`src/verilog/sdcr_params.svh`:
```
// Purpose: named constants of the command decode and refresh block
// Assumes: 100 MHz system clock shared with the memory controller
// Notes: included by the package and by the modules
// What this block does
// - decode chip select and three strobes
// - clock enable high; refresh low means self
// - mode load takes address bits 0-11
// - activate opens row in selected bank
// - read/write column, bank, auto precharge flag
// - precharge one bank or all banks
// - auto precharge at burst end, not full-page
// - burst terminate truncates latest burst
// - write mask same cycle, read mask two late
// - auto refresh uses internal row counter
// - self refresh ignores all but clock enable
// - input register holds or goes transparent
`ifndef SDCR_PARAMS_SVH
`define SDCR_PARAMS_SVH
`define SDCR_CLK_NS 10
`define SDCR_T_XSR_NS 70
`define SDCR_XSR_CYC ((`SDCR_T_XSR_NS + `SDCR_CLK_NS - 1) / `SDCR_CLK_NS)
`define SDCR_ROW_W 13
`define SDCR_COL_W 9
`define SDCR_OPC_W 12
`define SDCR_BANKS 4
`define SDCR_BYTES 8
`define SDCR_LEN_W 10
`define SDCR_PIN_W 28
`define SDCR_AP_BIT 10
`define SDCR_FULL_PAGE_M1 10'h1ff
`define SDCR_M_BL_LSB 0
`define SDCR_M_BL_MSB 2
`define SDCR_M_WR_SINGLE 9
`define SDCR_BL_1 3'h0
`define SDCR_BL_2 3'h1
`define SDCR_BL_4 3'h2
`define SDCR_BL_8 3'h3
`define SDCR_BL_FP 3'h7
`define SDCR_REG_STATUS 8'h00
`define SDCR_REG_MODE 8'h04
`define SDCR_REG_REFROW 8'h08
`define SDCR_REG_SRTICK 8'h0c
`define SDCR_REG_ROW0 8'h10
`define SDCR_ST_SELF 4
`define SDCR_ST_BURST 5
`define SDCR_ST_EXIT 6
`define SDCR_SRTICK_RST 16'h0100
`endif

```
`src/verilog/sdcr_pkg.sv`:
```
// Purpose: shared types of the command decode and refresh block
// Assumes: sdcr_params.svh defines the widths
// Notes: power states are one-hot
`default_nettype none
`include "sdcr_params.svh"
package sdcr_pkg;
  typedef enum logic [2:0] {
    SDCR_NORMAL = 3'b001,
    SDCR_SELF = 3'b010,
    SDCR_EXIT = 3'b100
  } sdcr_pwr_t;
  typedef struct packed {
    sdcr_pwr_t pwr;
    logic [`SDCR_BANKS-1:0] bank_open;
    logic [`SDCR_BANKS-1:0][`SDCR_ROW_W-1:0] open_row;
    logic [`SDCR_OPC_W-1:0] mode;
    logic [`SDCR_ROW_W-1:0] ref_row;
    logic ref_pulse;
    logic burst_on;
    logic burst_wr;
    logic burst_ap;
    logic [1:0] burst_bank;
    logic [`SDCR_COL_W-1:0] col;
    logic [`SDCR_LEN_W-1:0] left;
    logic [`SDCR_LEN_W-1:0] len_m1;
    logic beat;
    logic beat_wr;
    logic [1:0] beat_bank;
    logic [`SDCR_COL_W-1:0] beat_col;
    logic [`SDCR_BYTES-1:0] wr_en;
    logic rd_p0;
    logic [`SDCR_BYTES-1:0] mask_p0;
    logic [`SDCR_BYTES-1:0] rd_drive;
    logic [15:0] sr_tick;
    logic [15:0] sr_tmr;
    logic [7:0] exit_cnt;
    logic [31:0] rdata;
  } sdcr_state_t;
endpackage
`default_nettype wire
```
`src/verilog/sdcr_core.sv`:
```
// Purpose: command decode, bank tracking, bursts and refresh
// Assumes: CAS latency two for read drive timing, sequential order
// Notes: data array itself lives outside; this block steers it
`default_nettype none
`include "sdcr_params.svh"
module sdcr_core (
  input wire logic clock,
  input wire logic rstn,
  input wire logic chip_select_n,
  input wire logic row_strobe_n,
  input wire logic col_strobe_n,
  input wire logic write_enable_n,
  input wire logic clock_enable,
  input wire logic bank_select_low,
  input wire logic bank_select_high,
  input wire logic [`SDCR_ROW_W-1:0] addr,
  input wire logic [`SDCR_BYTES-1:0] byte_mask,
  input wire logic register_output_enable_n,
  input wire logic register_latch_enable_n,
  input wire logic [7:0] reg_addr,
  input wire logic [31:0] reg_wdata,
  input wire logic reg_write,
  input wire logic reg_read,
  output logic [31:0] reg_rdata,
  output logic [`SDCR_BANKS-1:0] bank_open,
  output logic array_beat,
  output logic array_write,
  output logic [1:0] array_bank,
  output logic [`SDCR_COL_W-1:0] array_col,
  output logic [`SDCR_BYTES-1:0] write_byte_en,
  output logic [`SDCR_BYTES-1:0] read_byte_drive,
  output logic refresh_strobe,
  output logic [`SDCR_ROW_W-1:0] refresh_row,
  output logic self_refresh
);
  sdcr_pkg::sdcr_state_t q;
  sdcr_pkg::sdcr_state_t nxt_q;

  logic [`SDCR_PIN_W-1:0] pins;
  logic [`SDCR_PIN_W-1:0] pins_r;
  logic pins_valid;

  assign pins = {chip_select_n, row_strobe_n, col_strobe_n, write_enable_n,
                 clock_enable, bank_select_high, bank_select_low, addr, byte_mask};

  sdcr_input_reg #(
    .W(`SDCR_PIN_W)
  ) u_inreg (
    .clock(clock),
    .rstn(rstn),
    .pin_in(pins),
    .register_output_enable_n(register_output_enable_n),
    .register_latch_enable_n(register_latch_enable_n),
    .pin_out(pins_r),
    .pin_out_valid(pins_valid)
  );

  logic cs_n_r;
  logic ras_n_r;
  logic cas_n_r;
  logic we_n_r;
  logic cke_r;
  logic [1:0] bank_r;
  logic [`SDCR_ROW_W-1:0] addr_r;
  logic [`SDCR_BYTES-1:0] mask_r;

  assign {cs_n_r, ras_n_r, cas_n_r, we_n_r, cke_r, bank_r, addr_r, mask_r} = pins_r;

  // command decode; undriven register outputs count as deselect
  logic sel;
  logic cmd_act;
  logic cmd_rd;
  logic cmd_wr;
  logic cmd_bst;
  logic cmd_pre;
  logic cmd_ref;
  logic cmd_mrs;
  logic cmd_ok;

  assign sel = pins_valid & ~cs_n_r;
  assign cmd_ok = sel & cke_r;
  assign cmd_act = cmd_ok & ({ras_n_r, cas_n_r, we_n_r} == 3'b011);
  assign cmd_rd = cmd_ok & ({ras_n_r, cas_n_r, we_n_r} == 3'b101);
  assign cmd_wr = cmd_ok & ({ras_n_r, cas_n_r, we_n_r} == 3'b100);
  assign cmd_bst = cmd_ok & ({ras_n_r, cas_n_r, we_n_r} == 3'b110);
  assign cmd_pre = cmd_ok & ({ras_n_r, cas_n_r, we_n_r} == 3'b010);
  assign cmd_ref = sel & ({ras_n_r, cas_n_r, we_n_r} == 3'b001);
  assign cmd_mrs = cmd_ok & ({ras_n_r, cas_n_r, we_n_r} == 3'b000);

  // burst length minus one from the mode word
  function automatic logic [`SDCR_LEN_W-1:0] len_m1_of(
    input logic [`SDCR_OPC_W-1:0] mode,
    input logic is_wr
  );
    logic [2:0] bl;
    bl = mode[`SDCR_M_BL_MSB:`SDCR_M_BL_LSB];
    len_m1_of = '0;
    if (!(is_wr && mode[`SDCR_M_WR_SINGLE])) begin
      unique case (bl)
        `SDCR_BL_2: len_m1_of = 10'h001;
        `SDCR_BL_4: len_m1_of = 10'h003;
        `SDCR_BL_8: len_m1_of = 10'h007;
        `SDCR_BL_FP: len_m1_of = `SDCR_FULL_PAGE_M1;
        default: len_m1_of = '0;
      endcase
    end
  endfunction

  // next column wraps inside the block of the burst
  function automatic logic [`SDCR_COL_W-1:0] next_col(
    input logic [`SDCR_COL_W-1:0] col,
    input logic [`SDCR_LEN_W-1:0] len_m1
  );
    logic [`SDCR_COL_W-1:0] wrap;
    logic [`SDCR_COL_W-1:0] inc;
    wrap = len_m1[`SDCR_COL_W-1:0];
    inc = col + 9'h001;
    next_col = (col & ~wrap) | (inc & wrap);
  endfunction

  logic [`SDCR_LEN_W-1:0] new_len;
  logic new_fp;
  logic [31:0] rd_mux;
  logic [1:0] row_idx;
  logic row_hit;

  assign new_len = len_m1_of(q.mode, cmd_wr);
  assign new_fp = (new_len == `SDCR_FULL_PAGE_M1);
  assign row_idx = reg_addr[3:2];
  assign row_hit = (reg_addr[7:4] == `SDCR_REG_ROW0 >> 4) && (reg_addr[1:0] == 2'h0);

  always_comb begin
    rd_mux = '0;
    if (reg_addr == `SDCR_REG_STATUS) begin
      rd_mux[`SDCR_BANKS-1:0] = q.bank_open;
      rd_mux[`SDCR_ST_SELF] = q.pwr == sdcr_pkg::SDCR_SELF;
      rd_mux[`SDCR_ST_BURST] = q.burst_on;
      rd_mux[`SDCR_ST_EXIT] = q.pwr == sdcr_pkg::SDCR_EXIT;
    end else if (reg_addr == `SDCR_REG_MODE) begin
      rd_mux[`SDCR_OPC_W-1:0] = q.mode;
    end else if (reg_addr == `SDCR_REG_REFROW) begin
      rd_mux[`SDCR_ROW_W-1:0] = q.ref_row;
    end else if (reg_addr == `SDCR_REG_SRTICK) begin
      rd_mux[15:0] = q.sr_tick;
    end else if (row_hit) begin
      rd_mux[`SDCR_ROW_W-1:0] = q.open_row[row_idx];
    end
  end

  always_comb begin
    nxt_q = q;
    nxt_q.ref_pulse = 1'b0;
    nxt_q.beat = 1'b0;
    nxt_q.wr_en = '0;
    nxt_q.rd_p0 = 1'b0;
    nxt_q.mask_p0 = mask_r;
    // read mask acts two edges after it is registered
    nxt_q.rd_drive = {`SDCR_BYTES{q.rd_p0}} & ~q.mask_p0;
    nxt_q.rdata = reg_read ? rd_mux : 32'h0000_0000;
    if (reg_write && reg_addr == `SDCR_REG_SRTICK) begin
      nxt_q.sr_tick = reg_wdata[15:0];
    end

    unique case (q.pwr)
      sdcr_pkg::SDCR_NORMAL: begin
        // continuing burst beat
        if (q.burst_on) begin
          nxt_q.beat = 1'b1;
          nxt_q.beat_wr = q.burst_wr;
          nxt_q.beat_bank = q.burst_bank;
          nxt_q.beat_col = q.col;
          nxt_q.wr_en = {`SDCR_BYTES{q.burst_wr}} & ~mask_r;
          nxt_q.rd_p0 = ~q.burst_wr;
          nxt_q.col = next_col(q.col, q.len_m1);
          nxt_q.left = q.left - 10'h001;
          if (q.left == 10'h001) begin
            nxt_q.burst_on = 1'b0;
            if (q.burst_ap) begin
              nxt_q.bank_open[q.burst_bank] = 1'b0;
            end
          end
        end
        if (cmd_bst) begin
          // the open row of a cut burst stays open
          nxt_q.burst_on = 1'b0;
          nxt_q.beat = 1'b0;
          nxt_q.wr_en = '0;
          nxt_q.rd_p0 = 1'b0;
          nxt_q.bank_open = q.bank_open;
        end
        if (cmd_act) begin
          nxt_q.bank_open[bank_r] = 1'b1;
          nxt_q.open_row[bank_r] = addr_r;
        end
        if (cmd_rd || cmd_wr) begin
          // a new access replaces any burst in flight
          nxt_q.beat = 1'b1;
          nxt_q.beat_wr = cmd_wr;
          nxt_q.beat_bank = bank_r;
          nxt_q.beat_col = addr_r[`SDCR_COL_W-1:0];
          nxt_q.wr_en = {`SDCR_BYTES{cmd_wr}} & ~mask_r;
          nxt_q.rd_p0 = cmd_rd;
          nxt_q.burst_wr = cmd_wr;
          nxt_q.burst_bank = bank_r;
          nxt_q.len_m1 = new_len;
          nxt_q.left = new_len;
          nxt_q.col = next_col(addr_r[`SDCR_COL_W-1:0], new_len);
          nxt_q.burst_on = new_len != '0;
          nxt_q.burst_ap = addr_r[`SDCR_AP_BIT] & ~new_fp;
          if (new_len == '0 && addr_r[`SDCR_AP_BIT]) begin
            nxt_q.bank_open[bank_r] = 1'b0;
          end
        end
        if (cmd_pre) begin
          if (addr_r[`SDCR_AP_BIT]) begin
            nxt_q.bank_open = '0;
          end else begin
            nxt_q.bank_open[bank_r] = 1'b0;
          end
          if (addr_r[`SDCR_AP_BIT] || bank_r == q.burst_bank) begin
            nxt_q.burst_on = 1'b0;
          end
        end
        if (cmd_mrs) begin
          nxt_q.mode = addr_r[`SDCR_OPC_W-1:0];
        end
        if (cmd_ref && cke_r) begin
          // row comes from the counter, address pins unused
          nxt_q.ref_row = q.ref_row + 13'h0001;
          nxt_q.ref_pulse = 1'b1;
        end else if (cmd_ref) begin
          nxt_q.pwr = sdcr_pkg::SDCR_SELF;
          nxt_q.sr_tmr = q.sr_tick;
          nxt_q.burst_on = 1'b0;
          nxt_q.beat = 1'b0;
          nxt_q.wr_en = '0;
          nxt_q.rd_p0 = 1'b0;
        end
      end
      sdcr_pkg::SDCR_SELF: begin
        // internal timer paces refresh; only clock enable is looked at
        if (q.sr_tmr == 16'h0000) begin
          nxt_q.sr_tmr = q.sr_tick;
          nxt_q.ref_row = q.ref_row + 13'h0001;
          nxt_q.ref_pulse = 1'b1;
        end else begin
          nxt_q.sr_tmr = q.sr_tmr - 16'h0001;
        end
        if (pins_valid && cke_r) begin
          nxt_q.pwr = sdcr_pkg::SDCR_EXIT;
          nxt_q.exit_cnt = 8'(`SDCR_XSR_CYC);
        end
      end
      sdcr_pkg::SDCR_EXIT: begin
        // commands are dropped until the exit time is over
        nxt_q.exit_cnt = q.exit_cnt - 8'h01;
        if (q.exit_cnt == 8'h01) begin
          nxt_q.pwr = sdcr_pkg::SDCR_NORMAL;
        end
      end
    endcase
  end

  always_ff @(posedge clock or negedge rstn) begin
    if (!rstn) begin
      q <= '0;
      q.pwr <= sdcr_pkg::SDCR_NORMAL;
      q.sr_tick <= `SDCR_SRTICK_RST;
    end else begin
      q <= nxt_q;
    end
  end

  assign reg_rdata = q.rdata;
  assign bank_open = q.bank_open;
  assign array_beat = q.beat;
  assign array_write = q.beat_wr;
  assign array_bank = q.beat_bank;
  assign array_col = q.beat_col;
  assign write_byte_en = q.wr_en;
  assign read_byte_drive = q.rd_drive;
  assign refresh_strobe = q.ref_pulse;
  assign refresh_row = q.ref_row;
  assign self_refresh = q.pwr == sdcr_pkg::SDCR_SELF;
endmodule
`default_nettype wire

```
`src/verilog/sdcr_input_reg.sv`:
```
// Purpose: input register between the pins and the decoder
// Assumes: pins are driven from the same system clock
// Notes: output enable high leaves the outputs undriven
`default_nettype none
`include "sdcr_params.svh"
module sdcr_input_reg #(
  parameter int W = `SDCR_PIN_W
) (
  input wire logic clock,
  input wire logic rstn,
  input wire logic [W-1:0] pin_in,
  input wire logic register_output_enable_n,
  input wire logic register_latch_enable_n,
  output logic [W-1:0] pin_out,
  output logic pin_out_valid
);
  typedef struct packed {
    logic [W-1:0] held;
  } sdcr_inreg_t;

  sdcr_inreg_t q;
  sdcr_inreg_t nxt_q;

  // clocked mode keeps the level of the last edge until the next one
  always_comb begin
    nxt_q = q;
    nxt_q.held = pin_in;
  end

  always_ff @(posedge clock or negedge rstn) begin
    if (!rstn) begin
      q <= '0;
    end else begin
      q <= nxt_q;
    end
  end

  // latch enable low bypasses the flops entirely
  assign pin_out = register_latch_enable_n ? q.held : pin_in;
  assign pin_out_valid = ~register_output_enable_n;
endmodule
`default_nettype wire

```
`config.mk`:
```
export PLATFORM = sky130hd
export DESIGN_NAME = sdcr_core
export DESIGN_NICKNAME = d
export VERILOG_FILES = /design/src/verilog/sdcr_pkg.sv /design/src/verilog/sdcr_core.sv /design/src/verilog/sdcr_input_reg.sv
export VERILOG_INCLUDE_DIRS = /design/src /design/src/verilog
export SDC_FILE = /design/constraint.sdc
export NUM_CORES = 1
export LEC_CHECK = 0
export BUFFER_PORTS_ARGS = -buffer_cell sky130_fd_sc_hd__buf_2
export CORE_MARGIN = 2
export CORE_UTILIZATION = 60
export DETAILED_ROUTE_END_ITERATION = 12
export PLACE_DENSITY_LB_ADDON = 0.12
export SYNTH_ARGS = -nofsm -noshare
export SYNTH_HDL_FRONTEND = slang
export SYNTH_SLANG_ARGS = --single-unit
```
`constraint.sdc`:
```
create_clock -name clock -period 5.2 [get_ports clock]
set_input_delay 0.52 -clock clock [delete_from_list [all_inputs] [get_ports clock]]
set_output_delay 0.52 -clock clock [all_outputs]
set_load 0.01 [all_outputs]
```
# After elaboration in Yosys (flattened, before gate mapping)
# Cells that the tools add are included.
[classes] addsub=6 magnitude_cmp=5 n_eq_ne=28 muxes=65 bitwise_logic=33 reduce_logical=27
[op_table] cell="two-way mux 56 bit" n=3
[op_table] cell="two-way mux 13 bit" n=5
[op_table] cell="two-way mux 16 bit" n=4
[op_table] cell="bitwise mux 52 bit" n=1
[op_table] cell="two-way mux 9 bit" n=5
[op_table] cell="two-way mux 22 bit" n=2
[op_table] cell="two-way mux 4 bit" n=11
[op_table] cell="AND 9 bit" n=4
[op_table] cell="case mux 9 bit (4 select lines)" n=1
[op_table] cell="case mux 16 bit (2 select lines)" n=1
[op_table] cell="two-way mux 14 bit" n=2
[op_table] cell="two-way mux 28 bit" n=1
[op_table] cell="case mux 14 bit (2 select lines)" n=1
[op_table] cell="binary-select mux 13 bit (select 2 bit)" n=1
[op_table] cell="demux 13 bit (select 2 bit)" n=1
[op_table] cell="AND 8 bit" n=3
[op_table] cell="two-way mux 19 bit" n=1
[op_table] cell="adder 9 x 1 -> 9 bit (second input constant)" n=2
[op_table] cell="two-way mux 3 bit" n=6
[op_table] cell="NOT 9 bit" n=2
[op_table] cell="OR 9 bit" n=2
[op_table] cell="== test 8 x 4 -> 1 bit (second input constant)" n=2
[op_table] cell="zero test 16 bit" n=1
[op_table] cell="NOT 8 bit" n=2
[op_table] cell="40 further kinds" n=100
[totals] reg_bits=240 in_bits=74

# Logic depth before layout (Yosys ltp)
# Gate-level depths: netlist of the first run.
[depth] word_depth=21 ltp_mapped=10 depth_no_buf=8

# Cells and area by module
# From an unflattened synthesis of the first run, not the netlist that was laid out.
[hier_totals] hier_cells=1022 hier_area_um2=11604.9
[modules_own_cells] module="sdcr_core" instances=1 cells_each=962 area_per_inst_um2=10458.8 seq_area_each_um2=5182.5
[modules_own_cells] module="sdcr_input_reg" instances=1 cells_each=60 area_per_inst_um2=1146.1 seq_area_each_um2=700.7

# Worst setup path after synthesis of the first run
# OpenSTA, ideal clock, no wires.
[synth_timing] path_type="input port to flip-flop" start="in register_latch_enable_n" end="reg with a tool-made name" t_arrival_ns=2.278 slack_ns=2.819 path_stages=10 n_path_buf=2 cell_sequence="buf_6 buf_2 mux2i_1 inv_1 ha_1 nand4b_1 a211oi_1 o211ai_1 xnor2_1 a221oi_1"
[synth_rtl] item="start: declaration" line_no="sdcr_core.sv:19" source="input wire logic register_latch_enable_n,"

# Worst setup path after layout of the first run
[layout_timing] start="reg q[40] (netlist bit)" end="reg q[46] (netlist bit)"
[layout_between] elab_chain_cells=3 elab_cells_between_ends=4 classes_between="1 x add/sub; 2 x mux; 1 x reduce/logical"
[layout_lines] item="start: declaration" line_no="sdcr_core.sv:36" source="sdcr_pkg::sdcr_state_t q;"
[layout_lines] item="start signal: assignment" line_no="sdcr_core.sv:270" source="q <= nxt_q;"
[layout_lines] item="subtractor 16 x 1 -> 16 bit or zero test 16 bit (tied branches)" line_no="sdcr_core.sv:247, sdcr_core.sv:242"
[layout_lines] item="two-way mux 16 bit (*)" line_no="sdcr_core.sv:242" source="if (q.sr_tmr == 16'h0000) begin"
[layout_lines] item="case mux 16 bit (2 select lines) (*)" line_no="sdcr_core.sv:164" source="unique case (q.pwr)"
# Mark *: on every way between the ends. The rest lies on a longest branch, timed or not.
# A chain may end at the register's enable or synchronous reset.

==> flow_summary.toml, run 1 <==
[synthesis]
synth_cell_types = 71
syn-instance-count = 1137
synth_top_cell_area_share_pct = 51.1
yosys.area.top_type = "dfrtp_1"
synth.ff_latch_count = 235
syn_area_um2 = 11400
seq_area_frac_synth_pct = 51.5
ys_async_sr_fraction_pct = 100
ys_top_cells_by_area = "dfrtp_1 51%, o21ai_0 5.1%, buf_4 5.0%"
synth-edff-count = 0
synth_ff_type = "dfrtp_1"
ys.warnings.count = 0
synth.avg_cell_area_um2 = 10.0

[cts]
cts_resized = 0
cts_tree = "done"
cts.repair_timing.setup_buffer_count = 0
cts.path.max_buffers = 3
clk_transition_reported_paths_ns = 0.06
cts_num_sinks = 235
clockRootBuffer = "clkbuf_16"
insertion_delay_ns = 0.53
numCtsBuffers = 26
cts_hold_repair.buffers = 0
cts_htree_levels = 1

[pwr]
vdd.ir_drop.worst_uv = 246
part_of_the_total_power_dissipated_in_sequential_elements_pct = 43.7
switching_share_pct = 25.7
internal-power_mw = 3.44
net_sw_power_mw = 1.19
power.combinational.fraction_pct = 12.0
power_leakage_nw = 5.73
pwr-share-clk_pct = 44.3
p_per_area_nw_per_um2 = 365

[worst_setup_path]
reg2regPathDepth = 7
worst_reg2reg_startpoint = "q[40]"
worstPathArrival_ns = 3.34
endpoint_of_the_worst_slack_reg_to_reg_timing_path = "q[46]"
worstPathRequired_ns = 5.61
critPathCaptureType = "register"
reg2reg_setup_slack_ns = 2.27
path_max_fanout = 28
timing.setup.critical_path_class = "register to register"
critical_path.startpoint_type = "register"
critPathCapture = "q[46]"
cp_launch_point = "q[40]"

[global_route]
grt_pass1_wl_um = 43000
overall_overflow_remaining_after_global_route = 0
grt_pass1_vias = 8277
grt_max_degree = 136
initial_antenna_violation_count = 1
grt.met2_usage_pct = 43.2
grt_usage_pct = 26.8
global_route.usage.met3_pct = 3.17
gr-usage-met1_pct = 38.6
gr-max-usage-layer = "met2"

[final_layout]
nFillCells = 1458
fin_cells = 1436
num-nets-final = 1262
area_delta_synth_final_pct = 10.8
sequential_cell_area_um2 = 5880
layout-drive-gt1-share_pct = 19.7
multiInputGateArea_um2 = 4670

[drt]
length_of_the_first_detailed_routing_pass_in_iterations = 5
drtAntennaViolNets = 0
dr.first_iter.drc_count = 699
drcViolationCount = 0
vias = 8584
routed_wl_um = 26500
drt-vias-per-instance = 5.98
post_drt_wl_per_cell_um = 18.4

[placement]
preCtsSetupSlack_ns = 1.78
place_inst = 1386
routabilityCongestion = 0.889
numPortBuffers = 121
place.detailed.hpwl_um = 17800

[sta]
timing.setup.tns_ns = 0
relSlewSlack_pct = 20.8
grt_setup_unrepaired = "false"
worst_pin_slew_ns = 1.15
hold_viol = 0
fmax_ghz = 0.341
layout_setup_ws_ns = 2.27
slew_violations = 0
worst_hold_slack_ns = 0.0638
period_needed_ns = 2.93
setup_skew_after_layout_ns = 0.00936
setup_viol = 0
timing.final.crit_share_pct = 56.3

[die]
design.portCount = 154
die_height_um = 142
number_of_rows_in_the_core_area = 50
initial_core_util_pct = 61.0
die_area_um2 = 20100
core_um2 = 18700
die_w_um = 142

[hold_path]
hold_path.class = "input port to asynchronous set/reset pin"

[flow_run]
cap_violations = 0

[status]
run_status = "finished clean"
cell families (layout without fill, tap and decap cells):
family / after synthesis / after routing / share of synthesized area (%)
compound gates: 287 / 287 / 15.1
xor+xnor: 23 / 23 / 1.76
fa+ha+maj: 9 / 9 / 0.965
buf+inv: 165 / 213 / 8.09
flops: 235 / 235 / 51.5
mux: 65 / 65 / 7.52
other cells: 1 / 18 / 0.0329
simple gates: 352 / 352 / 15.0
cells in the final DEF (no fill, tap or decap), types with 13 or more instances in the layout:
| cell type | n |
|---|---|
| a21oi_1 | 69 |
| buf_2 | 120 |
| clkbuf_16 | 27 |
| conb_1 | 16 |
| dfrtp_1 | 233 |
| inv_1 | 32 |
| mux2_2 | 33 |
| mux2i_1 | 18 |
| mux4_2 | 13 |
| nand2_1 | 137 |
| nand3_1 | 18 |
| nor2_1 | 57 |
| nor2b_1 | 23 |
| nor3_1 | 35 |
| o21ai_0 | 116 |
| o22ai_1 | 17 |
| or3_1 | 14 |
| xnor2_1 | 17 |
critical path, stage by stage, from the launching register on:
cell and delay, ns:
dfrtp_1 0.40, inv_1 0.07, ha_1 0.23, nor4b_1 0.54, nand4b_1 0.32, nand2_1 0.74
o21ai_0 0.23, a22o_1 0.27
routing by layer:
layer  vias up  wire [um]
met2       264      12700
met4         0        727
met1      4226      11600
met3        59       1440
li1       4035          -
met5         -          0
state kept, by name, summed over array words and instances (netlist names), 2 cells and up, named ones only:
name / cells
q: 136
u_inreg.q: 28
reg_rdata: 16
refresh_row: 13
array_col: 9
read_byte_drive: 8
write_byte_en: 8
bank_open: 4
array_bank: 2
cell usage after synthesis, drive strengths merged, types with 10 or more instances:
| cell | instances |
|---|---|
| mux2 | 33 |
| mux2i | 19 |
| buf | 88 |
| o22ai | 18 |
| o21ai | 118 |
| a21oi | 69 |
| nor2 | 57 |
| dfrtp | 233 |
| or3 | 14 |
| nand4 | 11 |
| nand3 | 18 |
| mux4 | 13 |
| xnor2 | 17 |
| nor3 | 36 |
| clkbuf | 44 |
| inv | 32 |
| nor2b | 23 |
| and3 | 11 |
| a31oi | 12 |
| a22oi | 10 |
| nor4 | 10 |
| nand2 | 137 |
layout make-up:
class | count | area share, %
sequential | 235 | 46.5
multi-input combinational | 752 | 37.0
clock buffer | 39 | 6.33
timing repair buffer | 132 | 5.52
tap | 234 | 2.31
clock inverter | 9 | 1.35
inverter | 33 | 0.979
antenna | 2 | 0.0396
stage by stage:
step	power [mW]	area (um^2)	util (%)
floorplan	2.43	11500	-
global placement	2.58	11700	62.4
detailed placement	2.60	11700	62.4
CTS	4.64	12600	67.6
global route	4.81	12600	67.6
finish	4.62	12600	67.6
power groups by stage:
stage	Combinational, mW	Clock [mW]	Sequential (mW)
finish	0.554	2.05	2.02
global route	0.628	2.15	2.03
CTS	0.556	2.07	2.02
detailed placement	0.552	0	2.05
global placement	0.537	0	2.05
floorplan	0.412	0	2.02
worst min-delay path by stage:
stage | from | endpoint | slack, ns | cells after the start
3_3_place_gp | q[82] | read_byte_drive[2] | 0.38 | 1
3_5_place_dp | q[87] | read_byte_drive[7] | 0.38 | 1
6_report | rstn | read_byte_drive[0] | 0.06 | 1
2_1_floorplan | rstn | asynchronous set/reset pin | 0.22 | 0
5_1_grt | byte_mask[2] | u_inreg.q[2] | 0.1 | 1
4_1_cts | byte_mask[2] | u_inreg.q[2] | 0.1 | 1
No activity file was read; power rests on OpenSTA's default activity.
==> run 2: changes to the inputs <==
--- a/config.mk
+++ b/config.mk
@@ -6,9 +6,10 @@
 export SDC_FILE = /design/constraint.sdc
 export NUM_CORES = 1
 export LEC_CHECK = 0
+export ABC_AREA = 1
 export BUFFER_PORTS_ARGS = -buffer_cell sky130_fd_sc_hd__buf_2
 export CORE_MARGIN = 2
-export CORE_UTILIZATION = 60
+export CORE_UTILIZATION = 59
 export DETAILED_ROUTE_END_ITERATION = 12
 export PLACE_DENSITY_LB_ADDON = 0.12
 export SYNTH_ARGS = -nofsm -noshare
==> constraint.sdc (replaced) <==
create_clock -name clock -period 2.8 [get_ports clock]
set_input_delay 0.28 -clock clock [delete_from_list [all_inputs] [get_ports clock]]
set_output_delay 0.28 -clock clock [all_outputs]
set_load 0.01 [all_outputs]
==> run 2 against run 1 <==
Compared with the run above: register-to-register slack got worse by 1.9 ns; cell count is 32% higher; fmax grew 20%; critical endpoint is now q[47]; sequential power rose by 110%; first-iteration DRC count grew 1.4%; critical path type unchanged; cell area is 8.1% higher; flip-flop and latch count did not move; critical path depth is 2 higher; wire length is 16% higher; via count rose by 22%.
==> flow_summary.toml, run 2 <==
[hold_path]
min_delay_path_depth = 3
hp-start = "reg_wdata[9]"
worst_hold_path.endpoint = "q[65]"
hold_path.class = "input port to register"

[synthesis]
yosys.area.top_type = "dfrtp_1"
syn_area_um2 = 12100
synth_ff_type = "dfrtp_1"
syn-instance-count = 1517
synth.ff_latch_count = 235
ys_async_sr_fraction_pct = 100
ys.warnings.count = 0
synth-edff-count = 0
synth.most_common_cell = "nand2_1"
seq_area_frac_synth_pct = 48.4
ys_top_cells_by_area = "dfrtp_1 48%, nand2_1 12%, buf_4 4.9%"
synth.avg_cell_area_um2 = 8.00
synth_top_cell_area_share_pct = 48.0
synth_top_cells_by_count = "397 x nand2_1, 233 x dfrtp_1, 149 x nor2_1, 135 x inv_1, 100 x o21ai_0"
synth_cell_types = 47

[global_route]
grt_usage_pct = 28.6
initial_antenna_violation_count = 0
grt_max_degree = 93
grt_pass1_vias = 10200
overall_overflow_remaining_after_global_route = 0
grt_pass1_wl_um = 50600

[die]
core_um2 = 20200
number_of_rows_in_the_core_area = 52
initial_core_util_pct = 60.0
design.portCount = 154
die_height_um = 147
die_area_um2 = 21700
die_w_um = 147

[sta]
slew_violations = 0
timing.setup.tns_ns = 0
grt_setup_unrepaired = "false"
relSlewSlack_pct = 27.7
worst_pin_slew_ns = 1.08
fmax_ghz = 0.410
hold_viol = 0
setup_skew_after_layout_ns = 0.0148
setup_viol = 0
timing.final.crit_share_pct = 87.1
period_needed_ns = 2.44

[worst_setup_path]
reg2regPathDepth = 9
timing.setup.critical_path_class = "register to register"
critPathCaptureType = "register"
reg2reg_setup_slack_ns = 0.36
endpoint_of_the_worst_slack_reg_to_reg_timing_path = "q[47]"
worstPathArrival_ns = 2.84
worstPathRequired_ns = 3.21
path_max_fanout = 16
critical_path.startpoint_type = "register"
worst_reg2reg_startpoint = "q[40]"

[drt]
drcViolationCount = 0
drtAntennaViolNets = 0
vias = 10400
routed_wl_um = 30700
post_drt_wl_per_cell_um = 16.1
drt-vias-per-instance = 5.49
dr.first_iter.drc_count = 709
length_of_the_first_detailed_routing_pass_in_iterations = 5

[pwr]
power.combinational.fraction_pct = 23.4
p_per_area_nw_per_um2 = 723
switching_share_pct = 33.0
power_leakage_nw = 6.90
internal-power_mw = 6.63
pwr-share-clk_pct = 34.5
net_sw_power_mw = 3.26
part_of_the_total_power_dissipated_in_sequential_elements_pct = 42.1
vdd.ir_drop.worst_uv = 548

[final_layout]
flip_flop_count_of_the_largest_register_all_copies_and_words_added = 136
fin_cells = 1901
mostFrequentLayoutCells = "397 x nand2_1, 233 x dfrtp_1, 149 x nor2_1"
num-nets-final = 1693
final_core_utilization_pct = 67.6
sequential_cell_area_um2 = 5880
nFillCells = 1694
regMostFlops = "q"
multiInputGateArea_um2 = 4930
final_common_cell = "nand2_1"
insertedDiodeCount = 0
area_delta_synth_final_pct = 12.6
layout-drive-gt1-share_pct = 13.7

[cts]
clockRootBuffer = "clkbuf_16"
cts_resized = 0
cts.repair_timing.setup_buffer_count = 0
cts_hold_repair.buffers = 31
cts_htree_levels = 1
cts_num_sinks = 235
clk_transition_reported_paths_ns = 0.06
cts_tree = "done"
cts.path.max_buffers = 3
numCtsBuffers = 26
insertion_delay_ns = 0.53

[placement]
place_inst = 1822
place.detailed.hpwl_um = 21400
numPortBuffers = 121
routabilityCongestion = 0.893

[status]
run_status = "finished clean"

[flow_run]
cap_violations = 0
run 2: changes by cell type in the layout (fill, tap and decap cells not counted), moves of 23 or more:
cell           before  now
o21ai_1             1   49
dlygate4sd3_1       0   31
nand3_1            18   93
nor2_1             57  149
inv_1              32  135
nor2b_1            23    0
nand2_1           137  397
mux2_2             33    0
run 2: through the flow:
step / power [mW] / setup WS (ns) / hold slack, ns / cell area [um^2]
3_3_place_gp: 6.39 / 0.372 / 0.343 / 12500
5_1_grt: 10.5 / 0.111 / 0.0228 / 13700
4_1_cts: 9.91 / 0.412 / 0.00577 / 13700
6_report: 9.89 / 0.361 / 0.0232 / 13700
3_5_place_dp: 6.46 / 0.349 / 0.344 / 12500
2_1_floorplan: 5.88 / 0.915 / -0.0156 / 12200
run 2: worst max-delay path by stage:
stage	from	to	slack [ns]	cells after the start
finish	q[40]	q[47]	0.36	9
global route	q[40]	q[47]	0.11	9
CTS	q[40]	q[47]	0.41	9
detailed placement	register_latch_enable_n	q[54]	0.35	12
global placement	register_latch_enable_n	q[127]	0.37	13
floorplan	q[40]	q[40]	0.92	10
run 2: metal layers:
metal / share of wire [%] / vias to the layer above / GRT usage (%)
met5: 0 / - / 0
met4: 3.2 / 0 / 9.38
met3: 5.8 / 74 / 3.83
met2: 47 / 373 / 47.8
met1: 44 / 4961 / 39.3
li1: - / 5034 / -
run 2: power groups by stage:
stage / registers (mW) / logic, mW / clock network, mW
after floorplan: 4.07 / 1.81 / 0
final: 4.16 / 2.32 / 3.42
after detailed placement: 4.20 / 2.26 / 0
after CTS: 4.15 / 2.30 / 3.46
after global routing: 4.21 / 2.65 / 3.61
after global placement: 4.20 / 2.20 / 0
run 2: logic make-up after synthesis:
logic type | synth area share (%)
compound gates | 12.7
xor+xnor | 1.37
fa+ha+maj | 0.824
buf+inv | 11.4
flops | 48.4
mux | 0.330
other cells | 0.0309
simple gates | 24.9
run 2: final cells by class:
cell class | instances | area share, %
Clock buffer | 38 | 5.54
Multi-Input combinational cell | 1033 | 36.1
Clock inverter | 10 | 0.787
Sequential cell | 235 | 43.0
Inverter | 139 | 3.84
Tap cell | 270 | 2.47
Timing Repair Buffer | 176 | 8.27
run 2: worst max-delay path, stage by stage, from the launching register on:
cell and delay, ns:
dfrtp_1 0.35, inv_1 0.09, ha_1 0.25, nand4_1 0.15, nor3_2 0.07, buf_4 0.16, nor2_1 0.81, o21ai_0 0.21
o211ai_1 0.16, nand2_1 0.07
==> run 3: changes to the inputs <==
--- a/config.mk
+++ b/config.mk
@@ -8,9 +8,12 @@
 export LEC_CHECK = 0
 export ABC_AREA = 1
 export BUFFER_PORTS_ARGS = -buffer_cell sky130_fd_sc_hd__buf_2
+export CELL_PAD_IN_SITES_DETAIL_PLACEMENT = 0
+export CELL_PAD_IN_SITES_GLOBAL_PLACEMENT = 1
 export CORE_MARGIN = 2
-export CORE_UTILIZATION = 59
+export CORE_UTILIZATION = 43
 export DETAILED_ROUTE_END_ITERATION = 12
+export GPL_TIMING_DRIVEN = 0
 export PLACE_DENSITY_LB_ADDON = 0.12
 export SYNTH_ARGS = -nofsm -noshare
 export SYNTH_HDL_FRONTEND = slang
==> run 3 against run 2 <==
Compared with the run above: global-route usage decreased by 4.6 points; wire length increased by 13%; largest power group unchanged; non-clock buffer count up 109; highest routed layer unchanged; fmax is 4.3% lower; sequential share of layout area is 2.9 points lower; cell area increased by 7.3%; worst setup slack worse by 0.11 ns; total power grew 6.1%; cell count increased by 12%; combinational power is 13% higher; worst hold slack worse by 0.0040 ns; flip-flop and latch count unchanged.
==> flow_summary.toml, run 3 (synthesis gave the netlist of run 2 again) <==
[status]
run_status = "finished clean"

[final_layout]
layout-drive-gt1-share_pct = 17.7
final_core_utilization_pct = 52.8
finish.instance_area_um2 = 14700
final_common_cell = "nand2_1"
regMostFlops = "q"
area_delta_synth_final_pct = 20.8
insertedDiodeCount = 0
flip_flop_count_of_the_largest_register_all_copies_and_words_added = 136
mostFrequentLayoutCells = "397 x nand2_1, 233 x dfrtp_1, 149 x nor2_1"
num-nets-final = 1803

[sta]
fmax_ghz = 0.393
layout_setup_ws_ns = 0.252
setup_skew_after_layout_ns = 0.00741
setup_viol = 0
slew_violations = 0
hold_viol = 0
grt_setup_unrepaired = "false"
relSlewSlack_pct = 25.4
period_needed_ns = 2.55
worst_pin_slew_ns = 1.11
timing.final.crit_share_pct = 91.0

[global_route]
initial_antenna_violation_count = 0
grt_max_degree = 119
grt_pass1_wl_um = 56000
grt_usage_pct = 24.1
overall_overflow_remaining_after_global_route = 0
grt_pass1_vias = 10500

[pwr]
power_leakage_nw = 7.44
vdd.ir_drop.worst_uv = 468
p_total_mw = 10.5
p_per_area_nw_per_um2 = 715

[drt]
vias = 10700
routed_wl_um = 34800
drt-vias-per-instance = 5.03
post_drt_wl_per_cell_um = 16.4
drcViolationCount = 0
length_of_the_first_detailed_routing_pass_in_iterations = 7
dr.first_iter.drc_count = 827
drtAntennaViolNets = 0

[cts]
numCtsBuffers = 27
clk_transition_reported_paths_ns = 0.06
insertion_delay_ns = 0.55
cts.path.max_buffers = 3
cts_num_sinks = 235
clockRootBuffer = "clkbuf_16"
cts.repair_timing.setup_buffer_count = 0
cts_tree = "done"
cts_htree_levels = 1

[worst_setup_path]
critical_path.startpoint_type = "register"
worstPathArrival_ns = 2.94
path_max_fanout = 10
worstPathRequired_ns = 3.19
critPathCaptureType = "register"
timing.setup.critical_path_class = "register to register"

[placement]
post_dp_cell_area_um2 = 13300
routabilityCongestion = 0.859
preCtsSetupSlack_ns = 0.178
numPortBuffers = 120
place.detailed.hpwl_um = 25300

[die]
die_area_um2 = 29600
initial_core_util_pct = 43.7
die_height_um = 172
number_of_rows_in_the_core_area = 61
die_w_um = 172
design.portCount = 154
core_um2 = 27800

[hold_path]
hold_path.class = "input port to register"

[flow_run]
cap_violations = 0
[run 3: metrics by stage]
stage	hold slack [ns]	setup TNS [ns]	std cells
after floorplan	-0.0156	0	1532
after global placement	0.379	-676.37	2030
after detailed placement	0.0850	0	2032
after CTS	0.00420	0	2120
after global routing	0.0359	0	2120
final	0.0192	0	2120
[run 3: power by group]
part / switching (mW) / total [mW] / internal (mW)
logic: 1.67 / 2.62 / 0.952
clock network: 1.48 / 3.74 / 2.26
registers: 0.332 / 4.13 / 3.80
total: 3.49 / 10.5 / 7.01
[run 3: final timing paths]
check / start / endpoint / slack [ns] / cells after the start
worst min register to register: q[84] / read_byte_drive[4] / 0.39 / 1
max in group asynchronous: rstn / array_beat / 1.88 / 3
min in group asynchronous: rstn / read_byte_drive[4] / 0.13 / 2
worst max register to register: q[226] / array_col[2] / 0.25 / 7
worst min-delay path: reg_wdata[10] / q[66] / 0.02 / 3
worst max-delay path: q[226] / array_col[2] / 0.25 / 7
[run 3: repair_timing]
| item | 4_1_cts | 5_1_grt |
|---|---|---|
| hold buffers | 38 | 0 |
| hold endpoints to repair | 280 | 0 |
| gates resized for setup | 0 | 1 |
| setup endpoints to repair | 0 | 2 |
[run 3: worst max-delay path: stages (launching register included)]
cell      delay [ns]
dfstp_2         0.54
nand3_1         0.13
inv_1           0.14
buf_2           0.31
nand4_1         0.38
nand2_2         0.31
clkbuf_1        0.41
a31oi_1         0.18
[run 3: area by class of cell]
cell class,count,area [um^2]
Inverter,139,526
Clock inverter,15,201
Fill cell,2732,13100
Timing Repair Buffer,160,1050
Buffer,125,857
Clock buffer,35,746
Multi-Input combinational cell,1033,4940
Sequential cell,235,5880
Tap cell,378,473
[run 3: layer usage]
layer	part of all wire [%]	vias up	routed length [um]	global-route usage (%)
met1	46	5074	16000	33.9
li1	-	5281	-	-
met4	1.7	0	589	4.86
met3	5.1	41	1790	2.91
met5	0	-	0	0
met2	47	273	16400	40.4
